--- src/logic/sw2_pkg.sv ---
// package: constants, field layout and types of the second setup word decoder
// ****************************************************************************
// Contract
// - bit 0 flips rotation sense of commands
// - bit 1 masks origin error reporting
// - bit 2 enables analog speed limit, torque
// - codes 000 pulse+sign, 001 forward/reverse trains
// - codes 010/011/100 quadrature x1, x2, x4
// - bit 6 selects current or command speed
// - bit 7 selects motor speed or deviation
// - bit 8 torque reference limits current, speed
// - bit 9 enables torque feed-forward, speed
// - bit A level or rising-edge deviation clear
// - bit d inverts all command pulse inputs
// - bit E scales deviation monitor by hundred
// - fields latch at power reset, except 6/7
// - first monitor command speed zero in torque control
// - second monitor deviation only in position
// ****************************************************************************
package sw2_pkg;

  // setup word layout, bit 15 down to bit 0
  typedef struct packed {
    logic       rsv_f;
    logic       dev_scale;
    logic       pulse_invert;
    logic       filter_second;
    logic       rsv_b;
    logic       clear_edge;
    logic       feed_fwd;
    logic       current_limit;
    logic       mon2_sel;
    logic       mon1_sel;
    logic [2:0] pulse_mode;
    logic       speed_limit;
    logic       origin_mask;
    logic       reverse_rot;
  } sw2_setup_t;

  typedef enum logic [1:0] {
    MODE_POS    = 2'b00,
    MODE_SPEED  = 2'b01,
    MODE_TORQUE = 2'b10
  } sw2_mode_t;

  // command pulse formats
  localparam logic [2:0] FMT_PULSE_SIGN = 3'h0;
  localparam logic [2:0] FMT_FWD_REV    = 3'h1;
  localparam logic [2:0] FMT_QUAD_X1    = 3'h2;
  localparam logic [2:0] FMT_QUAD_X2    = 3'h3;
  localparam logic [2:0] FMT_QUAD_X4    = 3'h4;

  // factory value: clear on edge, forward/reverse pulse trains
  localparam logic [15:0] SETUP_FACTORY = 16'h0408;

  // register byte offsets
  localparam logic [11:0] OFS_SETUP  = 12'h000;
  localparam logic [11:0] OFS_MODE   = 12'h004;
  localparam logic [11:0] OFS_ACTIVE = 12'h008;
  localparam logic [11:0] OFS_DEV    = 12'h00c;
  localparam logic [11:0] OFS_RELOAD = 12'h010;

  localparam logic signed [15:0] DEV_ONE       = 16'sh0001;
  localparam logic signed [15:0] DEV_SCALE_DIV = 16'sh0064;
  localparam logic [15:0]        MON_ZERO      = 16'h0000;

endpackage

--- src/logic/sw2_decode.sv ---
// module: second setup word register, command pulse decoder and monitor routing
//
// The placing of the registers and the APB interface to the registers were left to the implementer.
`timescale 1ns/1ps
`default_nettype none

module sw2_decode
  import sw2_pkg::*;
(
  // clock and reset
  input  wire logic        sys_clk,
  input  wire logic        resetn,
  // apb slave
  input  wire logic        psel,
  input  wire logic        penable,
  input  wire logic        pwrite,
  input  wire logic [11:0] paddr,
  input  wire logic [31:0] pwdata,
  output logic      [31:0] prdata,
  output logic             pready,
  output logic             pslverr,
  // command pulse inputs and feedback
  input  wire logic        cmd_pulse_a,
  input  wire logic        cmd_pulse_b,
  input  wire logic        clear_in,
  input  wire logic        fb_fwd,
  input  wire logic        fb_rev,
  input  wire logic        origin_error_in,
  // monitor sources
  input  wire logic [15:0] motor_current,
  input  wire logic [15:0] command_speed,
  input  wire logic [15:0] motor_speed,
  // decoded outputs
  output logic             rot_ccw_step,
  output logic             rot_cw_step,
  output logic             origin_error,
  output logic             speed_limit_en,
  output logic             current_limit_en,
  output logic             feed_fwd_en,
  output logic             filter_second,
  output logic      [15:0] first_monitor_pin,
  output logic      [15:0] second_monitor_pin
);

  // ****************************************************************************
  // register file
  // ****************************************************************************
  sw2_setup_t        setup;
  sw2_setup_t        active;
  sw2_setup_t        eff;
  sw2_mode_t         mode;
  logic signed [15:0] deviation;
  logic              reload;
  logic              a_prev;
  logic              b_prev;
  logic              clr_prev;

  sw2_setup_t        next_setup;
  sw2_setup_t        next_active;
  sw2_mode_t         next_mode;
  logic              next_reload;
  logic [31:0]       next_prdata;
  logic              next_pready;
  logic              next_pslverr;
  logic              wr_en;
  logic              setup_ph;

  assign setup_ph = psel && !penable;
  assign wr_en    = psel && penable && pready && pwrite;

  // selects in 6/7 act at once, all else waits for reload
  always_comb
  begin
    eff          = active;
    eff.mon1_sel = setup.mon1_sel;
    eff.mon2_sel = setup.mon2_sel;
  end

  always_comb
  begin
    next_setup   = setup;
    next_mode    = mode;
    next_reload  = 1'b0;
    // reload plays the part of a power reset
    next_active  = reload ? setup : active;
    next_prdata  = 32'h0000_0000;
    next_pready  = setup_ph;
    next_pslverr = 1'b0;
    if (wr_en)
    begin
      unique case (paddr)
        OFS_SETUP:  next_setup  = sw2_setup_t'(pwdata[15:0]);
        OFS_MODE:   next_mode   = sw2_mode_t'(pwdata[1:0]);
        OFS_RELOAD: next_reload = pwdata[0];
        default:    next_reload = 1'b0;
      endcase
    end
    if (setup_ph)
    begin
      unique case (paddr)
        OFS_SETUP:  next_prdata = {16'h0000, setup};
        OFS_MODE:   next_prdata = {30'h0000_0000, mode};
        OFS_ACTIVE: next_prdata = {16'h0000, eff};
        OFS_DEV:    next_prdata = {{16{deviation[15]}}, deviation};
        OFS_RELOAD: next_prdata = 32'h0000_0000;
        default:    next_pslverr = 1'b1;
      endcase
    end
  end

  always_ff @(posedge sys_clk)
  begin
    if (!resetn)
    begin
      setup   <= sw2_setup_t'(SETUP_FACTORY);
      active  <= sw2_setup_t'(SETUP_FACTORY);
      mode    <= MODE_POS;
      reload  <= 1'b0;
      prdata  <= 32'h0000_0000;
      pready  <= 1'b0;
      pslverr <= 1'b0;
    end
    else
    begin
      setup   <= next_setup;
      active  <= next_active;
      mode    <= next_mode;
      reload  <= next_reload;
      prdata  <= next_prdata;
      pready  <= next_pready;
      pslverr <= next_pslverr;
    end
  end

  // ****************************************************************************
  // command pulse decoding and deviation counter
  // ****************************************************************************
  logic              pa;
  logic              pb;
  logic              a_rise;
  logic              b_rise;
  logic              a_chg;
  logic              b_chg;
  logic              cmd_up;
  logic              cmd_dn;
  logic              next_ccw;
  logic              next_cw;
  logic signed [15:0] next_dev;
  logic signed [15:0] dev_mon;

  assign pa     = cmd_pulse_a ^ active.pulse_invert;
  assign pb     = cmd_pulse_b ^ active.pulse_invert;
  assign a_rise = pa && !a_prev;
  assign b_rise = pb && !b_prev;
  assign a_chg  = pa ^ a_prev;
  assign b_chg  = pb ^ b_prev;

  always_comb
  begin
    cmd_up = 1'b0;
    cmd_dn = 1'b0;
    unique case (active.pulse_mode)
      FMT_PULSE_SIGN:
      begin
        cmd_up = a_rise && !pb;
        cmd_dn = a_rise && pb;
      end
      FMT_FWD_REV:
      begin
        cmd_up = a_rise && !b_rise;
        cmd_dn = b_rise && !a_rise;
      end
      FMT_QUAD_X1:
      begin
        cmd_up = a_rise && !pb;
        cmd_dn = a_rise && pb;
      end
      FMT_QUAD_X2:
      begin
        cmd_up = a_chg && (pa ^ pb);
        cmd_dn = a_chg && !(pa ^ pb);
      end
      FMT_QUAD_X4:
      begin
        cmd_up = (a_chg && !b_chg && (pa ^ pb)) || (b_chg && !a_chg && !(pa ^ pb));
        cmd_dn = (a_chg && !b_chg && !(pa ^ pb)) || (b_chg && !a_chg && (pa ^ pb));
      end
      default:
      begin
        cmd_up = 1'b0;
        cmd_dn = 1'b0;
      end
    endcase
  end

  always_comb
  begin
    // positive command turns counterclockwise unless reversed
    next_ccw = active.reverse_rot ? cmd_dn : cmd_up;
    next_cw  = active.reverse_rot ? cmd_up : cmd_dn;
    next_dev = deviation;
    if (cmd_up)
    begin
      next_dev = next_dev + DEV_ONE;
    end
    if (cmd_dn)
    begin
      next_dev = next_dev - DEV_ONE;
    end
    if (fb_fwd)
    begin
      next_dev = next_dev - DEV_ONE;
    end
    if (fb_rev)
    begin
      next_dev = next_dev + DEV_ONE;
    end
    // level mode clears every cycle, edge mode only on the rise
    if (clear_in && !(active.clear_edge && clr_prev))
    begin
      next_dev = 16'sh0000;
    end
  end

  assign dev_mon = active.dev_scale ? (deviation / DEV_SCALE_DIV) : deviation;

  // ****************************************************************************
  // option flags and monitor routing
  // ****************************************************************************
  logic        next_origin;
  logic        next_slim;
  logic        next_clim;
  logic        next_ffwd;
  logic [15:0] next_mon1;
  logic [15:0] next_mon2;

  always_comb
  begin
    next_origin = origin_error_in && !active.origin_mask;
    next_slim   = active.speed_limit && (mode == MODE_TORQUE);
    next_clim   = active.current_limit && (mode == MODE_SPEED);
    next_ffwd   = active.feed_fwd && (mode == MODE_SPEED);
    next_mon1   = motor_current;
    if (eff.mon1_sel)
    begin
      next_mon1 = (mode == MODE_TORQUE) ? MON_ZERO : command_speed;
    end
    next_mon2 = motor_speed;
    if (eff.mon2_sel)
    begin
      next_mon2 = (mode == MODE_POS) ? dev_mon : MON_ZERO;
    end
  end

  always_ff @(posedge sys_clk)
  begin
    if (!resetn)
    begin
      a_prev             <= 1'b0;
      b_prev             <= 1'b0;
      clr_prev           <= 1'b0;
      deviation          <= 16'sh0000;
      rot_ccw_step       <= 1'b0;
      rot_cw_step        <= 1'b0;
      origin_error       <= 1'b0;
      speed_limit_en     <= 1'b0;
      current_limit_en   <= 1'b0;
      feed_fwd_en        <= 1'b0;
      filter_second      <= 1'b0;
      first_monitor_pin  <= MON_ZERO;
      second_monitor_pin <= MON_ZERO;
    end
    else
    begin
      a_prev             <= pa;
      b_prev             <= pb;
      clr_prev           <= clear_in;
      deviation          <= next_dev;
      rot_ccw_step       <= next_ccw;
      rot_cw_step        <= next_cw;
      origin_error       <= next_origin;
      speed_limit_en     <= next_slim;
      current_limit_en   <= next_clim;
      feed_fwd_en        <= next_ffwd;
      filter_second      <= active.filter_second;
      first_monitor_pin  <= next_mon1;
      second_monitor_pin <= next_mon2;
    end
  end
endmodule

`default_nettype wire

--- config.mk ---
export PLATFORM = sky130hd
export DESIGN_NAME = sw2_decode
export DESIGN_NICKNAME = d
export VERILOG_FILES = /design/src/logic/sw2_pkg.sv /design/src/logic/sw2_decode.sv
export SDC_FILE = /design/constraint.sdc
export NUM_CORES = 1
export LEC_CHECK = 0
export ABC_AREA = 1
export CORE_ASPECT_RATIO = 2
export CORE_UTILIZATION = 70
export CTS_CLUSTER_DIAMETER = 40
export CTS_CLUSTER_SIZE = 25
export DETAILED_ROUTE_END_ITERATION = 8
export DONT_BUFFER_PORTS = 1
export PLACE_DENSITY = 0.87
export SLEW_MARGIN = 0
export SYNTH_ARGS = -nofsm -noshare
export SYNTH_HDL_FRONTEND = slang
export SYNTH_SLANG_ARGS = --single-unit
export TNS_END_PERCENT = 100
--- constraint.sdc ---
create_clock -name sys_clk -period 8.3 [get_ports sys_clk]
set_input_delay 0.415 -clock sys_clk [delete_from_list [all_inputs] [get_ports sys_clk]]
set_output_delay 0.415 -clock sys_clk [all_outputs]
set_load 0.01 [all_outputs]
==> After elaboration in Yosys (flattened, before gate mapping) <==
Index checks and enable logic that the tools add are counted.
Widths: inputs -> output; s select.
{ "word_totals": {"register_bits": 125, "in_bits": 103, "out_inout_bits": 73} }
{ "classes": {"addsub": 4, "n_div": 1, "eq_ne": 10, "muxes": 15, "bitwise_logic": 6, "n_reduce_logical": 47} }
{ "op_table": {"columns": ["cell", "n"], "rows": [
  ["$mux 16", 9],
  ["$pmux 32 s4", 1],
  ["$add 16x2->16 const B", 2],
  ["$sub 16x2->16 const B", 2],
  ["$eq 12x4->1 const B", 2],
  ["$logic_and 1x1->1", 24],
  ["$div 16x8->16 const B", 1],
  ["$eq 12x3->1 const B", 1],
  ["$eq 12x5->1 const B", 1],
  ["$logic_not 12->1", 1],
  ["$logic_not 1->1", 11],
  ["$pmux 1 s4", 2],
  ["$eq 3x2->1 const B", 2],
  ["$reduce_and 2->1", 3],
  ["$reduce_or 5->1", 1],
  ["$xor 1x1->1", 5],
  ["$reduce_or 2->1", 2],
  ["$eq 3x1->1 const B", 1],
  ["$eq 3x3->1 const B", 1],
  ["$logic_not 3->1", 1],
  ["$mux 1", 3],
  ["$reduce_and 3->1", 1],
  ["$eq 2x1->1 const B", 1],
  ["$eq 2x2->1 const B", 1],
  ["other kinds (3)", 4]
]} }

==> Logic depth before layout (Yosys ltp) <==
{ "depth": {"depth_word": 14, "ltp_mapped": 64, "ltp_nobuf": 64} }

==> Worst setup path after synthesis <==
OpenSTA, ideal clock, no wires.
{ "synth_timing": {"path_type": "flip-flop to flip-flop", "from": "register deviation[1]", "to": "register second_monitor_pin[10]", "setup_ns": 0.132, "arrival_time_ns": 5.543, "required_time_ns": 8.168, "slack_ns": 2.625, "path_stages_with_launch": 56, "n_path_buf": 0, "synth_period_minus_slack_ns": 5.675, "cell_sequence": "dfxtp_1 inv_1 ha_1 nand3_2 nand2_2 nand2_2 clkinv_2 nand3_1 nand2_1 a21oi_4 nand2_4 nand2_4 nand2_2 nand2_2 nor2_4 nor2_8 nand2_8 nand2_2 [... 20 more ...] nand3_2 nand2_2 nand2_2 inv_2 nand3_4 nand2_4 nand2_1 nand2_2 nand2_2 inv_2 ha_1 nand4_1 nor3_1 inv_1 nor3_1 o21ai_0 o211ai_1 a21oi_1"} }
{ "synth_via": {"elab_chain_len": 4} }
{ "synth_lines": {"columns": ["item", "line_no", "text"], "rows": [
  ["start: declaration", "sw2_decode.sv:52", "logic signed [15:0] deviation;"],
  ["start signal: assignment", "sw2_decode.sv:278", "deviation <= next_dev;"],
  ["$div 16x8->16", "sw2_decode.sv:225", "assign dev_mon = active.dev_scale ? (deviation / DEV_SCALE_DIV) : deviation;"],
  ["$mux 16", "sw2_decode.sv:225", null],
  ["$mux 16", "sw2_decode.sv:251", "next_mon2 = (mode == MODE_POS) ? dev_mon : MON_ZERO;"],
  ["$mux 16", "sw2_decode.sv:249", "if (eff.mon2_sel)"],
  ["end signal: assignment", "sw2_decode.sv:287", "second_monitor_pin <= next_mon2;"],
  ["end: declaration", "sw2_decode.sv:42", "output logic [15:0] second_monitor_pin"]
]} }
Every way passes these cells.
A chain may end at the register's enable or synchronous reset.

==> Final worst setup path <==
{ "layout_timing": {"from": "register deviation[1]", "to": "register second_monitor_pin[8]"} }
Same word-level chain as after synthesis.

==> metrics.txt <==
# TYPE chip_impl_metric gauge
chip_impl_metric{name="die_y",unit="um"} 149.9
chip_impl_metric{name="max_slew_margin",unit=""} 0.2923
chip_impl_metric{name="vias",unit=""} 7498
chip_impl_info{name="cts_root_buffer",value="clkbuf_16"} 1
chip_impl_metric{name="min_period_over_period",unit=""} 0.8615
chip_impl_metric{name="synth_nets",unit=""} 1257
chip_impl_metric{name="cts_sinks",unit=""} 110
chip_impl_metric{name="wire_per_inst",unit="um"} 15.98
chip_impl_metric{name="fp-row-count",unit=""} 53
chip_impl_metric{name="setup_violations",unit=""} 0
chip_impl_metric{name="filler_cell_count",unit=""} 874
chip_impl_metric{name="routed_via_density",unit=""} 5.984
chip_impl_info{name="crit_family",value="simple AND/OR/NAND/NOR gates"} 1
chip_impl_metric{name="clock_latency",unit="ns"} 0.36
chip_impl_metric{name="timing.clock.skew",unit="ns"} 0.01011
chip_impl_metric{name="drtIter0Drc",unit=""} 413
chip_impl_metric{name="crit_path_buffers_inverters",unit=""} 6
chip_impl_metric{name="clk_pin_slew_worst_paths",unit="ns"} 0.09
chip_impl_metric{name="power-per-cell-area",unit="nW/um^2"} 503.2
chip_impl_info{name="critical_path.most_common_cell",value="nand2_2"} 1
chip_impl_info{name="worstSetupEndpointType",value="flop"} 1
chip_impl_metric{name="ctsHtreeMaxLevel",unit=""} 3
chip_impl_metric{name="vias_in_the_first_global_route",unit=""} 7169
chip_impl_metric{name="finalMaxSlewViolations",unit=""} 0
chip_impl_metric{name="numPlacedInstances",unit=""} 1236
chip_impl_info{name="netlist.top_cell.by_area",value="dfxtp_1"} 1
chip_impl_metric{name="postCtsSetupRepairBufs",unit=""} 0
chip_impl_metric{name="antenna_violations_before_repair",unit=""} 1
chip_impl_metric{name="met1_length",unit="um"} 6574
chip_impl_metric{name="crit_arrival",unit="ns"} 7.36
chip_impl_metric{name="ys_warn_count",unit=""} 0
chip_impl_metric{name="globalplace.congestion",unit=""} 0.9385
chip_impl_metric{name="cp_max_fo",unit=""} 10
chip_impl_metric{name="syn_to_final_growth",unit="%"} 2.698
chip_impl_metric{name="p_leak",unit="uW"} 0.003632
chip_impl_info{name="critical_path.startpoint_type",value="flop"} 1
chip_impl_metric{name="post_route_setup_tns",unit="ns"} 0
chip_impl_metric{name="hold_violations",unit=""} 0
chip_impl_metric{name="die_w",unit="um"} 75.93
chip_impl_metric{name="layout_min_cycle_time",unit="ns"} 7.151
chip_impl_metric{name="port-buffer-count",unit=""} 0
chip_impl_info{name="maxUsedRoutingLayer",value="met4"} 1
chip_impl_metric{name="post_cts_resized",unit=""} 0
chip_impl_metric{name="drv.max_cap_violation_count",unit=""} 0
chip_impl_metric{name="tritoncts.num_buffers",unit=""} 9
chip_impl_info{name="min_path_type",value="in2reg"} 1
chip_impl_metric{name="met2RoutedLength",unit="um"} 10540
chip_impl_metric{name="post_route_cells_drive_above_1_share",unit=""} 0.1166
chip_impl_info{name="critical_path_class",value="reg2reg"} 1
chip_impl_metric{name="dieArea",unit="sq um"} 11380
chip_impl_metric{name="tightest_slew",unit="ns"} 1.061
chip_impl_metric{name="worst_reg_to_reg_setup_slack",unit="ns"} 1.15
chip_impl_metric{name="route.final.wire_length",unit="um"} 20030
chip_impl_metric{name="grt_max_degree",unit=""} 55
chip_impl_metric{name="drc",unit=""} 0
chip_impl_metric{name="io-pin-count",unit=""} 176
chip_impl_metric{name="final_util",unit=""} 0.7453
chip_impl_metric{name="grt_pass1_wl",unit="um"} 31860
chip_impl_info{name="critical-path-slowest-cell",value="dfxtp_1"} 1
chip_impl_metric{name="crit_required",unit="ns"} 8.51
chip_impl_metric{name="detailroute.wirelength.met3",unit="um"} 1267
chip_impl_metric{name="syn-instance-count",unit=""} 1146
chip_impl_info{name="netlist_top_cells_area",value="dfxtp_1 29%, nand2_1 11%, inv_1 7.3%, a21oi_1 5.8%, xor2_1 5.0%"} 1
chip_impl_metric{name="syn_area",unit="sq um"} 7652
chip_impl_metric{name="detailed_place_hpwl",unit="um"} 15710
chip_impl_metric{name="avgSynthCellArea",unit="sq um"} 6.677
chip_impl_metric{name="core_region_area",unit="sq um"} 10540
chip_impl_info{name="tritoncts",value="done"} 1
chip_impl_metric{name="maximum_clock_frequency",unit="MHz"} 139.9
chip_impl_metric{name="first_pass_iters",unit=""} 5
chip_impl_metric{name="instances_no_fill",unit=""} 1253
chip_impl_metric{name="power.ir.vdd_worst",unit="mV"} 0.7723
chip_impl_metric{name="initial_core_utilization",unit=""} 0.7258
chip_impl_metric{name="nets",unit=""} 1221
chip_impl_metric{name="hold_buffers",unit=""} 0
chip_impl_metric{name="groute.usage.overall",unit=""} 0.3521
chip_impl_metric{name="drt.antenna.violating_nets",unit=""} 0
chip_impl_metric{name="synth_top_area_frac",unit=""} 0.2878
chip_impl_metric{name="post_synth_num_cell_types",unit=""} 49
chip_impl_metric{name="synth_seq_area_share",unit=""} 0.2878
chip_impl_info{name="grt_setup_unrepaired",value="no"} 1
chip_impl_metric{name="yosys_register_bits",unit=""} 110
chip_impl_metric{name="clk_path_buf_depth",unit=""} 2
chip_impl_metric{name="critical_path.max_stage_delay",unit="ns"} 0.47
chip_impl_info{name="run_status",value="finished clean"} 1
chip_impl_metric{name="gr-total-overflow",unit=""} 0
[final timing paths]
check / start / to / cells after the start
min: resetn / active[10] / 1
min reg2reg: active[1] / origin_error / 1
max reg2reg: deviation[1] / second_monitor_pin[8] / 55
max: deviation[1] / second_monitor_pin[8] / 55
[Yosys cell counts, drive strengths merged]
library cell  instances
a211o                 1
a21o                  3
a21oi                91
a221oi                3
a31oi                 2
and3                  1
buf                  26
clkbuf               21
clkinv                3
dfxtp               110
dlygate4sd3           1
ha                    8
inv                 166
nand2               276
nand3                81
nand3b                4
nand4                28
nor2                106
nor3                 38
nor3b                 2
nor4                  5
o211ai               11
o21a                  2
o21ai                84
o221ai               11
o22ai                 6
o31ai                 3
or2                   3
xnor2                 6
xor2                 44
[layout make-up]
| class | instances | area, sq um | area share |
|---|---|---|---|
| Multi-Input combinational cell | 819 | 4514 | 0.5744 |
| Sequential cell | 110 | 2203 | 0.2804 |
| Inverter | 169 | 635.6 | 0.08088 |
| Clock buffer | 9 | 225.2 | 0.02866 |
| Tap cell | 137 | 171.4 | 0.02181 |
| Clock inverter | 7 | 98.84 | 0.01258 |
| Timing Repair Buffer | 1 | 7.507 | 0.0009553 |
| Antenna cell | 1 | 2.502 | 0.0003184 |
[routing by layer]
metal  vias to the layer above  track usage
li1                       3657            -
met1                      3385       0.3080
met3                       110      0.06890
met5                         -            0
met4                         0       0.3019
met2                       346       0.6750
[metrics by stage]
step | hold WS, ns | area (sq um) | setup WS (ns) | power [uW]
final | 0.1405 | 7859 | 1.149 | 3954
after CTS | 0.1373 | 7856 | 1.243 | 3949
after global routing | 0.1299 | 7859 | 0.4547 | 4312
after floorplan | 0.4052 | 7652 | 2.625 | 3032
after global placement | 0.4430 | 7532 | 1.397 | 3420
after detailed placement | 0.4496 | 7532 | 1.272 | 3477
[flip-flops by register name, summed over array words and instances, names as in the netlist, 2 cells and up]
name,cells
setup,14
eff,2
active,14
second_monitor_pin,16
first_monitor_pin,16
deviation,16
mode,2
prdata,17
[cells by family after synthesis]
logic type / synth area share
DFF: 0.2878
adders and majority gates: 0.01308
buffers and inverters: 0.1223
xor gates and xnor gates: 0.05723
and+or+nand+nor: 0.3587
AOI/OAI and AO/OA: 0.1609
[where the power goes]
part,total (uW),switching (uW),internal [uW]
sequential,590,39.0,551
combinational,2900,1970,931
clock,466,242,224
[layout by cell type, fill, tap and decap left out, drive strengths merged, types with 28 or more instances in the layout]
| cell | Yosys | final |
|---|---|---|
| inv | 166 | 171 |
| dfxtp | 110 | 110 |
| xor2 | 44 | 44 |
| o21ai | 84 | 84 |
| nand2 | 276 | 276 |
| nand3 | 81 | 81 |
| nor3 | 38 | 38 |
| nor2 | 106 | 106 |
| a21oi | 91 | 91 |
| nand4 | 28 | 28 |
(Power assumes the default switching activity.)
